===== config.mk =====
export PLATFORM = sky130hd
export DESIGN_NAME = hah_handshake
export DESIGN_NICKNAME = d
export VERILOG_FILES = /design/src/verilog/hah_pkg.sv /design/src/verilog/hah_link_mon.sv /design/src/verilog/hah_handshake.sv
export SDC_FILE = /design/constraint.sdc
export NUM_CORES = 1
export LEC_CHECK = 0
export BUFFER_PORTS_ARGS = -buffer_cell sky130_fd_sc_hd__clkbuf_2
export CAP_MARGIN = 20
export CORE_MARGIN = 3
export CORE_UTILIZATION = 50
export DETAILED_ROUTE_END_ITERATION = 16
export GPL_ROUTABILITY_DRIVEN = 0
export PLACE_DENSITY = 0.7
export SLEW_MARGIN = 15
export SYNTH_ARGS = -nofsm -noshare
export SYNTH_HDL_FRONTEND = slang
export SYNTH_SLANG_ARGS = --single-unit

===== constraint.sdc =====
create_clock -name mclk_in -period 3.1 [get_ports mclk_in]
set_input_delay 0.31 -clock mclk_in [delete_from_list [all_inputs] [get_ports mclk_in]]
set_output_delay 0.31 -clock mclk_in [all_outputs]
set_load 0.02 [all_outputs]

===== src/verilog/hah_pkg.sv =====
// constants and carrier types for the host access handshake block
// assumes a 25 MHz core clock; link pins are sampled, not used as clocks
// How it works
// - host low wake line starts preparation
// - ready asserted with configured polarity
// - after ready, device sets halt register
// - halt ends itself after 2048 ms
// - while halted, serve reads and writes
// - transfer during notify pulse flags contention
// - select pulse without clocks flags clock fault
// - first transfer after fault only clears
// - on clear: resume, ready off, spi off
// - enable spi as switch wait or notify pulse starts
// - power switch on, wait 200 ms first
// - pulse polarity and length are configurable
// - halt right after notify pulse ends
// - acknowledged flags cleared after session ends
// - halt is nonzero, release is zero
// - after release of a device session, run host commands
package hah_pkg;
	localparam int unsigned CLK_HZ = 25000000; // core clock rate
	localparam int unsigned HALT_TIMEOUT_MS = 2048; // halt limit
	localparam int unsigned PS_WAIT_MS = 200; // power switch settle time
	localparam int unsigned PULSE_SHORT_US = 100; // short notify pulse
	localparam int unsigned PULSE_LONG_US = 1000; // long notify pulse
	localparam int unsigned HALT_CYC = HALT_TIMEOUT_MS * (CLK_HZ / 1000);
	localparam int unsigned PS_CYC = PS_WAIT_MS * (CLK_HZ / 1000);
	localparam int unsigned PULSE_SHORT_CYC = PULSE_SHORT_US * (CLK_HZ / 1000000);
	localparam int unsigned PULSE_LONG_CYC = PULSE_LONG_US * (CLK_HZ / 1000000);
	localparam int unsigned WORD_BITS = 16; // one spi transfer
	localparam int unsigned CNT_W = 32; // timer width
	localparam logic [7:0] HALT_SET_VAL = 8'h01; // nonzero halt marker
	localparam logic [7:0] HALT_CLR_VAL = 8'h00; // released value

	// configuration bits, driven by the device firmware side
	typedef struct packed {
		logic ready_int_polarity; // 1: active high ready/notify
		logic int_pulse_duration; // 1: long pulse
		logic power_switch_enable; // use power switch output
	} hah_cfg_t;

	// spi status seen by the host
	typedef struct packed {
		logic clock_fault; // select without clocks
		logic contention; // transfer during notify pulse
	} hah_stat_t;

	// handshake sequencer states
	typedef enum logic [3:0] {
		ST_IDLE, ST_PREP, ST_READY, ST_PSWAIT, ST_PULSE,
		ST_HALT, ST_RELEASE, ST_SPIOFF
	} hah_state_t;
endpackage : hah_pkg


===== src/verilog/hah_link_mon.sv =====
// link monitor: samples the host select and serial clock pins
// assumes pins are asynchronous to mclk_in; two flops before use
`timescale 1ns/1ps
`default_nettype none
module hah_link_mon (
	input wire logic mclk_in,
	input wire logic rst_in,
	input wire logic cs_n_in,
	input wire logic sclk_in,
	output logic cs_fall_out,
	output logic cs_rise_out,
	output logic sclk_rise_out,
	output logic cs_low_out
);
	import hah_pkg::*;
	logic [1:0] cs_sync_q; // select synchroniser
	logic [1:0] sck_sync_q; // clock synchroniser
	logic cs_prev_q; // last synced select
	logic sck_prev_q; // last synced clock

	// two stage synchronisers; stage 0 feeds only stage 1
	always_ff @(posedge mclk_in or posedge rst_in) begin
		if (rst_in) begin
			cs_sync_q <= 2'h3;
			sck_sync_q <= 2'h0;
		end else begin
			cs_sync_q <= {cs_sync_q[0], cs_n_in};
			sck_sync_q <= {sck_sync_q[0], sclk_in};
		end
	end

	// history for edge detection on the settled copies
	always_ff @(posedge mclk_in or posedge rst_in) begin
		if (rst_in) begin
			cs_prev_q <= 1'b1;
			sck_prev_q <= 1'b0;
		end else begin
			cs_prev_q <= cs_sync_q[1];
			sck_prev_q <= sck_sync_q[1];
		end
	end

	assign cs_fall_out = cs_prev_q & ~cs_sync_q[1];
	assign cs_rise_out = ~cs_prev_q & cs_sync_q[1];
	assign sclk_rise_out = ~sck_prev_q & sck_sync_q[1] & ~cs_sync_q[1];
	assign cs_low_out = ~cs_sync_q[1];
endmodule : hah_link_mon
`default_nettype wire


===== src/verilog/hah_handshake.sv =====
// host access handshake: wake/ready, notify pulse, halt and spi faults
// assumes firmware gives events, config and host halt writes as ports
`timescale 1ns/1ps
`default_nettype none
module hah_handshake #(
	parameter int unsigned HALT_CYCLES = hah_pkg::HALT_CYC,
	parameter int unsigned PS_CYCLES = hah_pkg::PS_CYC
) (
	input wire logic mclk_in,
	input wire logic rst_in,
	input wire logic cs_n_in, // host chip select / wake line
	input wire logic sclk_in, // host serial clock
	input wire hah_pkg::hah_cfg_t cfg_in, // static configuration
	input wire logic event_in, // pulse: event needs host attention
	input wire logic host_halt_wr_in, // pulse: host writes halt reg
	input wire logic [7:0] host_halt_data_in, // data of that write
	input wire logic host_ack_wr_in, // pulse: host sets flag_acknowledge
	output logic ready_int_out, // ready/notify pin level
	output logic power_switch_enable_out, // power switch pin
	output logic spi_enable_out, // spi block enable
	output logic [7:0] host_access_halt_out, // halt register value
	output logic halted_out, // core stopped for host access
	output logic mem_access_en_out, // spi may touch memory
	output hah_pkg::hah_stat_t spi_status_out, // spi fault status
	output logic cmd_valid_out, // accept spi command this word
	output logic run_cmds_out, // pulse: execute host commands
	output logic flag_clear_out // pulse: clear acknowledged flags
);
	import hah_pkg::*;

	logic cs_fall, cs_rise, sclk_rise, cs_low;
	hah_state_t st_q; // sequencer state
	logic [CNT_W-1:0] tmr_q; // shared wait / timeout timer
	logic dev_init_q; // current episode started by the device
	logic [7:0] halt_q; // host_access_halt register
	logic [4:0] bits_q; // clocks seen in the current select
	logic clk_fault_q; // clock fault status bit
	logic discard_q; // next word only clears the fault
	logic contend_q; // contention status bit
	logic ack_q; // host acknowledged flags this session
	logic notify_act; // notify pulse currently on the pin
	logic rdy_act; // ready level asserted (logical)
	logic word_done; // one 16 bit word finished
	logic pulse_end; // last cycle of the notify pulse
	logic clk_seen_q; // a clock edge came in the current select

	hah_link_mon u_mon (
		.mclk_in(mclk_in),
		.rst_in(rst_in),
		.cs_n_in(cs_n_in),
		.sclk_in(sclk_in),
		.cs_fall_out(cs_fall),
		.cs_rise_out(cs_rise),
		.sclk_rise_out(sclk_rise),
		.cs_low_out(cs_low)
	);

	// pulse length from the duration bit
	function automatic logic [CNT_W-1:0] pulse_len(input logic long_sel);
		pulse_len = long_sel ? CNT_W'(PULSE_LONG_CYC) : CNT_W'(PULSE_SHORT_CYC);
	endfunction : pulse_len

	assign notify_act = (st_q == ST_PULSE);
	assign rdy_act = (st_q == ST_READY) | (st_q == ST_HALT & ~dev_init_q);
	assign word_done = sclk_rise & (bits_q == 5'(WORD_BITS - 1));
	// shared by the sequencer and the halt register so both agree
	assign pulse_end = notify_act
	    & (tmr_q >= pulse_len(cfg_in.int_pulse_duration) - 1);

	// sequencer; the timer is shared since only one wait runs at a time
	always_ff @(posedge mclk_in or posedge rst_in) begin
		if (rst_in) begin
			st_q <= ST_IDLE;
			tmr_q <= '0;
			dev_init_q <= 1'b0;
		end else begin
			// free runs by default; each state that starts a wait zeroes it
			tmr_q <= tmr_q + CNT_W'(1);
			unique case (st_q)
				ST_IDLE: begin
					// parked: timer held at zero until a wake or an event
					tmr_q <= '0;
					if (cs_fall) begin
						// host wake takes priority over a device event
						st_q <= ST_PREP;
						dev_init_q <= 1'b0;
					end else if (event_in) begin
						dev_init_q <= 1'b1;
						// spi enabled in the same cycle the wait or pulse starts
						st_q <= cfg_in.power_switch_enable ? ST_PSWAIT : ST_PULSE;
					end
				end
				ST_PREP: st_q <= ST_READY; // one cycle to enable spi
				ST_READY: begin
					st_q <= ST_HALT; // halt written after ready
					tmr_q <= '0; // fresh timeout per episode
				end
				ST_PSWAIT: if (tmr_q >= CNT_W'(PS_CYCLES - 1)) begin
					st_q <= ST_PULSE; // 200 ms settle done
					tmr_q <= '0;
				end
				ST_PULSE: if (pulse_end) begin
					st_q <= ST_HALT; // halt right after pulse
					tmr_q <= '0;
				end
				ST_HALT: begin
					// release on host clear or after the limit
					if ((host_halt_wr_in && host_halt_data_in == HALT_CLR_VAL)
					    || tmr_q >= CNT_W'(HALT_CYCLES - 1)) begin
						st_q <= ST_RELEASE;
					end
				end
				ST_RELEASE: st_q <= ST_SPIOFF; // ready drops here
				ST_SPIOFF: st_q <= ST_IDLE; // spi disabled last
				// unused codes of the state vector fall back to idle
				default: st_q <= ST_IDLE;
			endcase
		end
	end

	// halt register: device writes nonzero, host clears to zero
	// a host write of a nonzero value simply keeps the core halted
	always_ff @(posedge mclk_in or posedge rst_in) begin
		if (rst_in) begin
			halt_q <= HALT_CLR_VAL;
		end else if ((st_q == ST_READY) || pulse_end) begin
			halt_q <= HALT_SET_VAL;
		end else if (st_q == ST_HALT && host_halt_wr_in) begin
			halt_q <= host_halt_data_in; // host write; zero is a release
		end else if (st_q == ST_RELEASE) begin
			halt_q <= HALT_CLR_VAL; // timeout also clears it
		end
	end

	// clock counter per select; finds the 16 bit word boundary
	// a word boundary wraps the count so back to back words line up
	always_ff @(posedge mclk_in or posedge rst_in) begin
		if (rst_in) begin
			bits_q <= '0;
		end else if (cs_fall || cs_rise) begin
			bits_q <= '0;
		end else if (sclk_rise) begin
			bits_q <= word_done ? 5'h0 : bits_q + 5'h1;
		end
	end

	// any clock in this select; a full word leaves bits_q at zero again,
	// so the count alone cannot tell an empty select from a finished one
	always_ff @(posedge mclk_in or posedge rst_in) begin
		if (rst_in) begin
			clk_seen_q <= 1'b0;
		end else if (cs_fall) begin
			clk_seen_q <= 1'b0;
		end else if (sclk_rise && cs_low) begin
			clk_seen_q <= 1'b1;
		end
	end

	// clock fault: set wins over the clearing word
	always_ff @(posedge mclk_in or posedge rst_in) begin
		if (rst_in) begin
			clk_fault_q <= 1'b0;
			discard_q <= 1'b0;
		end else if (cs_rise && !clk_seen_q) begin
			clk_fault_q <= 1'b1; // select pulsed without clocks
			discard_q <= 1'b1;
		end else if (word_done && discard_q) begin
			clk_fault_q <= 1'b0; // dummy word clears fault
			discard_q <= 1'b0;
		end
	end

	// contention: clocks while notify pulse is on
	// limitation: a clock in the last two pulse cycles may be missed
	always_ff @(posedge mclk_in or posedge rst_in) begin
		if (rst_in) begin
			contend_q <= 1'b0;
		end else if (notify_act && sclk_rise) begin
			contend_q <= 1'b1;
		end else if (word_done) begin
			contend_q <= 1'b0; // reported, next word clears it
		end
	end

	// acknowledge held until the session ends
	// an ack outside the halt is ignored; the host cannot reach it then
	always_ff @(posedge mclk_in or posedge rst_in) begin
		if (rst_in) begin
			ack_q <= 1'b0;
		end else if (st_q == ST_HALT && host_ack_wr_in) begin
			ack_q <= 1'b1;
		end else if (st_q == ST_SPIOFF) begin
			ack_q <= 1'b0;
		end
	end

	// registered outputs, decoded from the current state, so one cycle late
	// release lasts one cycle, so each pulse lasts one cycle too
	always_ff @(posedge mclk_in or posedge rst_in) begin
		if (rst_in) begin
			run_cmds_out <= 1'b0;
			flag_clear_out <= 1'b0;
			power_switch_enable_out <= 1'b0;
		end else begin
			// commands run once the device session is released
			run_cmds_out <= (st_q == ST_RELEASE) & dev_init_q;
			flag_clear_out <= (st_q == ST_RELEASE) & ack_q;
			// power switch held through wait, pulse and halt
			power_switch_enable_out <= cfg_in.power_switch_enable
			    & (st_q == ST_PSWAIT | st_q == ST_PULSE | st_q == ST_HALT)
			    & dev_init_q;
		end
	end

	// pin level follows polarity; idle is the inverse
	assign ready_int_out = (rdy_act | notify_act)
	    ? cfg_in.ready_int_polarity : ~cfg_in.ready_int_polarity;
	// spi on from prep/psw/pulse until after release
	assign spi_enable_out = (st_q != ST_IDLE) & (st_q != ST_SPIOFF);
	assign host_access_halt_out = halt_q;
	assign halted_out = (st_q == ST_HALT);
	assign mem_access_en_out = (st_q == ST_HALT);
	assign cmd_valid_out = mem_access_en_out & ~discard_q;
	assign spi_status_out = '{clock_fault: clk_fault_q, contention: contend_q};
endmodule : hah_handshake
`default_nettype wire


* Word-level counts from Yosys, hierarchy flattened
Cells that the tools add are included. Widths: inputs -> output; s select.
Storage, ports and cells: register bits after elaboration 63, input port bits 18, output and inout port bits 18, word-level logic and storage cells 110
Cells by class: add/sub/neg operators 3, $lt $le $gt $ge 3, equal/unequal tests 13, muxes and demuxes 28, bitwise gates (word level) 23, reductions and logical operators 24
Operator list (number):
- $pmux 32 s3 | 1
- $mux 32 | 2
- $add 32x1->32 const B | 1
- $ge 32x23->1 const B | 1
- $ge 32x26->1 const B | 1
- $ge 32x32->1 | 1
- $pmux 4 s7 | 1
- $mux 8 | 3
- $mux 4 | 5
- $eq 4x3->1 const B | 4
- $sub 15x1->16 const B | 1
- $mux 15 | 1
- $mux 5 | 3
- $and 1x1->1 | 13
- $reduce_bool 2->1 | 6
- $mux 1 | 11
- $eq 4x2->1 const B | 2
- $logic_not 8->1 | 1
- $logic_and 1x1->1 | 7
- $not 1->1 | 6
- $add 5x1->5 const B | 1
- $eq 5x4->1 const B | 1
- $eq 4x1->1 const B | 1
- $logic_not 4->1 | 1
- 13 further kinds | 19

* Longest topological paths before layout
depth after elaboration 7, gate-level depth with buffers 9, depth with buffers taken out 8

* Cells and area by module
Synthesis repeated with hierarchy kept, for this count alone.
Unflattened totals: cell total of the unflattened synthesis 336, area total of the unflattened synthesis 3233.1 sq um
Modules (own cells, without submodules):
- hah_handshake | times used 1, cells an instance 325, area an instance 3044.2 sq um, seq. area each 1401.3 sq um
- hah_link_mon | times used 1, cells an instance 11, area an instance 188.9 sq um, seq. area each 153.9 sq um

* Worst setup path before layout
No wires, ideal clock.
path type register -> register, from register tmr_q[29], to register st_q[0], library setup time 125 ps, data arrival time 2775 ps, required time 2975 ps, setup slack 200 ps, cell stages (with the launch flop) 7, path buffers 0, period minus slack after synthesis 2900 ps, path through dfrtp_1 > or4_1 > or4b_1 > or4_1 > or2_1 > o211ai_1 > mux2_2
On the way: longest elaborated chain between the ends 4, elaborated cells between the ends (all ways) 9, classes of those cells 3 x order compare; 3 x eq/ne; 1 x bitwise; 2 x reduce/logical
Ends and longest elaborated chain:
- start: declaration | RTL line hah_handshake.sv:33 | logic [CNT_W-1:0] tmr_q;
- start signal: assignment | RTL line hah_handshake.sv:78 | tmr_q <= tmr_q + CNT_W'(1);
- $ge 32x32->1 / $ge 32x26->1 (equally long branches) | RTL line hah_handshake.sv:68, hah_handshake.sv:109
- $and 1x1->1 / $logic_or 1x1->1 (equally long branches) | RTL line hah_handshake.sv:68, hah_handshake.sv:109
- $ne 2x1->1 (no source line)
- $reduce_and 4->1 (no source line) (*)
- end signal: assignment | RTL line hah_handshake.sv:90 | st_q <= cfg_in.power_switch_enable ? ST_PSWAIT : ST_PULSE;
- end: declaration | RTL line hah_handshake.sv:32 | hah_state_t st_q;
Every way passes the cells marked *; elsewhere a longest branch is shown, timed or not. A chain may end at the register's enable or synchronous reset.

* Worst setup path in the final report
from register tmr_q[29], to register st_q[2]
The elaborated chain is that of the path after synthesis.

==> metrics.yaml <==
coreArea_um2: 6100
hpwl_mm: 4.46
ant_nets: 0
min_period_ps: 3020
timing.final.crit_share_pct: 97.3
drv_slew: 0
cts_max_level: 3
p_int_uw: 1490
via_count: 2511
ys_seq_elements: 62
die_width_um: 86.6
nNetsFinal: 410
start_util_pct: 53.3
rsz0062_at_grt: "no"
setup_ws_ps: 84.7
core.rowCount: 28
syn_inst: 346
areaGrowthSynthToFinish_pct: 11.7
cts_setup_buffers: 0
required_ps: 3320
grt.met2_usage_pct: 29.2
drtIter0Drc: 130
gr-usage-met1_pct: 26.2
clock.fmax_ghz: 0.332
fillers: 561
powerDensity_nw_per_um2: 663
synth_compound_area_share_pct: 9.21
drc: 0
ios: 36
cts_tree: "done"
syn-cell-area_um2: 3250
synth_top_family_by_area: "simple AND/OR/NAND/NOR gates"
cts_made_buffers: 9
die-area_um2: 7500
p_switching_uw: 920
antenna_found_initial: 0
synth_edf_count: 0
met3_usage_pct: 4.28
grt_pass1_wl_mm: 11.3
diodes: 0
synth_top_cell_area_share_pct: 45.5
routedWlPerCell_um: 13.7
routed_wl_mm: 6.34
critical_path.max_fanout: 3
synth_simple_gate_area_share_pct: 25.3
crit_buf_inv: 0
criticalPathCategory: "register to register"
path_depth: 6
cpLargestDelayFamily: "simple AND/OR/NAND/NOR gates"
grt_max_degree: 44
crit_path_start_kind: "register"
setup_viol: 0
clkTransAtPathRegs_ps: 70
drive_gt1_share_pct: 16.3
crit_path_max_incr_delay_ps: 550
reg2regPathDepth: 6
die_y_um: 86.6
crit_chain: "or4_4 > or4b_1 > or4_1 > or2_4 > o211ai_1 > mux2_2"
synth-seq-area-share_pct: 47.9
grt_usage_pct: 19.2
worst_ep_arrival_time_ps: 3230
syn_nets: 374
hold_viol: 0
worstMarginPinSlew_ps: 550
ir_drop_mv: 0.438
switching_share_pct: 38.2
clockRootBuffer: "clkbuf_8"
synthArstFlopShare_pct: 100
pwr-share-seq_pct: 43.6
io_buffers: 35
regArea_um2: 1560
pre_cts_slack_ps: 61.9
synth.avg_cell_area_um2: 9.38
cts_buffer_depth: 2
synthAdderAreaFrac_pct: 3.85
viasPerCell: 5.44
min_path_type: "primary input to register"
crit_path_end_kind: "register"
cts.sinks: 62
gr-max-usage-layer: "met2"
ys_top_cells_by_area: "dfrtp_1 (45%), nor2_1 (6.4%), xnor2_1 (4.9%)"
status: "finished clean"
multi_input_area_um2: 1570
p_clk_share_pct: 24.3
min_path_cells: 1
cp_slowest_cell: "or4_1"
setup_tns_ps: 0
yosys_warnings: 0
grt_pass1_vias: 2481
p_leak_uw: 0.00169
synth_mux_area_share_pct: 1.31
maxCapViolCount: 0
gr-total-overflow: 0
dr.pass1.iters: 4
relSlewSlack_pct: 63.4
synth-xor-area-share_pct: 8.63
synth_flop_cell: "dfrtp_1"
fin_skew_ps: 10.4
pwr-share-comb_pct: 32.1
yosysTopAreaCell: "dfrtp_1"
clock_insertion_delay_worst_skew_ps: 330
synth_cell_type_count: 44
==> layout by cell type (no fill, tap or decap), types with 3 or more instances in the layout <==
cell and count:
a31oi_1 3, and3_1 9, o21ai_0 7, ha_1 10
nand3_1 21, nor4_1 3, xnor2_1 18, xor2_1 14
nor3b_1 4, nor3_1 10, a21oi_1 20, clkinv_2 4
nor2b_1 6, nor2_1 55, clkbuf_2 35, nand2_1 34
inv_1 9, nand4_1 8, dfrtp_1 59, clkbuf_8 9
dfstp_2 3, buf_4 3, and2_1 5
==> final cells by class <==
type | instances | share of cell area (%)
timing repair buffer | 39 | 5.73
tap | 75 | 2.59
clock inverter | 5 | 0.759
clock buffer | 11 | 3.62
multi-input combinational | 260 | 43.4
sequential | 62 | 42.9
inverter | 10 | 1.03
==> metal layers <==
layer,wire length [um],share of wire (%),up-vias
li1,-,-,1269
met1,3080,49,1178
met3,281,4.4,11
met4,140,2.2,0
met5,0,0,-
met2,2840,45,53
==> synthesized netlist by cell type (all sizes together) (2+ instances only) <==
master,count
nor3b,4
xor2,14
a211o,2
and3,9
a41o,2
and2,5
a21oi,20
clkbuf,8
nor2b,6
nand4,8
a31oi,3
nor2,55
nand4bb,2
nand3,21
inv,10
or2,3
mux2,2
xnor2,18
nor3,10
a211oi,2
o22ai,2
or4,3
and4,2
dfrtp,59
nor4,3
o21ai,7
buf,6
ha,10
mux2i,2
dfstp,3
nand2,34
==> worst register-to-register path, delay by kind of cell, from the launching register on <==
family | cells | cell delay, ps
compound gates | 1 | 240
flops | 1 | 390
mux | 1 | 370
simple gates | 4 | 1900
==> cells by family (layout without fill, tap and decap cells) <==
group,Yosys count,in the layout
flops,62,62
xor+xnor,32,32
mux,4,4
fa+ha+maj,10,10
simple gates,168,168
compound gates,46,46
buf+inv,24,65
==> flip-flops by register name, indices dropped and copies added, names as in the netlist, 2 cells and up <==
register and count:
tmr_q 32, host_access_halt_out 8, bits_q 5, st_q 3, u_mon.cs_sync_q 2, u_mon.sck_sync_q 2
==> through the flow <==
step	std cells	hold WS [ps]	power [uW]	utilization (%)	instance area, um^2
6_report	462	55.2	2410	59.5	3630
5_1_grt	462	34.9	2590	59.5	3630
4_1_cts	462	43.3	2440	59.4	3620
3_5_place_dp	445	316	1850	56.6	3450
3_3_place_gp	445	313	1830	56.6	3450
2_1_floorplan	346	314	1720	-	3250
==> power groups by stage <==
stage               clock [uW]  sequential [uW]  combinational (uW)
floorplan                    0             1050                 669
global placement             0             1060                 775
detailed placement           0             1060                 782
CTS                        604             1050                 788
global route               649             1070                 872
finish                     586             1050                 772
==> what timing repair did <==
| item | CTS | global route |
|---|---|---|
| hold endpoints to repair | 18 | 0 |
| hold buffers | 1 | 0 |
| setup endpoints to repair | 0 | 2 |
| gates resized for setup | 0 | 2 |
==> worst paths after layout <==
path / endpoint / start / slack (ps)
max in group asynchronous: tmr_q[29]$_DFF_PP0_ / rst_in / 1710
worst max-delay path: st_q[2]$_DFFE_PP0P_ / tmr_q[29]$_DFF_PP0_ / 80
min in group asynchronous: tmr_q[9]$_DFF_PP0_ / rst_in / 490
worst min-delay path: u_mon.cs_sync_q[0]$_DFF_PP1_ / cs_n_in / 60
worst min register to register: u_mon.sck_sync_q[1]$_DFF_PP0_ / u_mon.sck_sync_q[0]$_DFF_PP0_ / 350
worst max register to register: st_q[2]$_DFFE_PP0P_ / tmr_q[29]$_DFF_PP0_ / 80
Power figures use the tool's default switching activity.
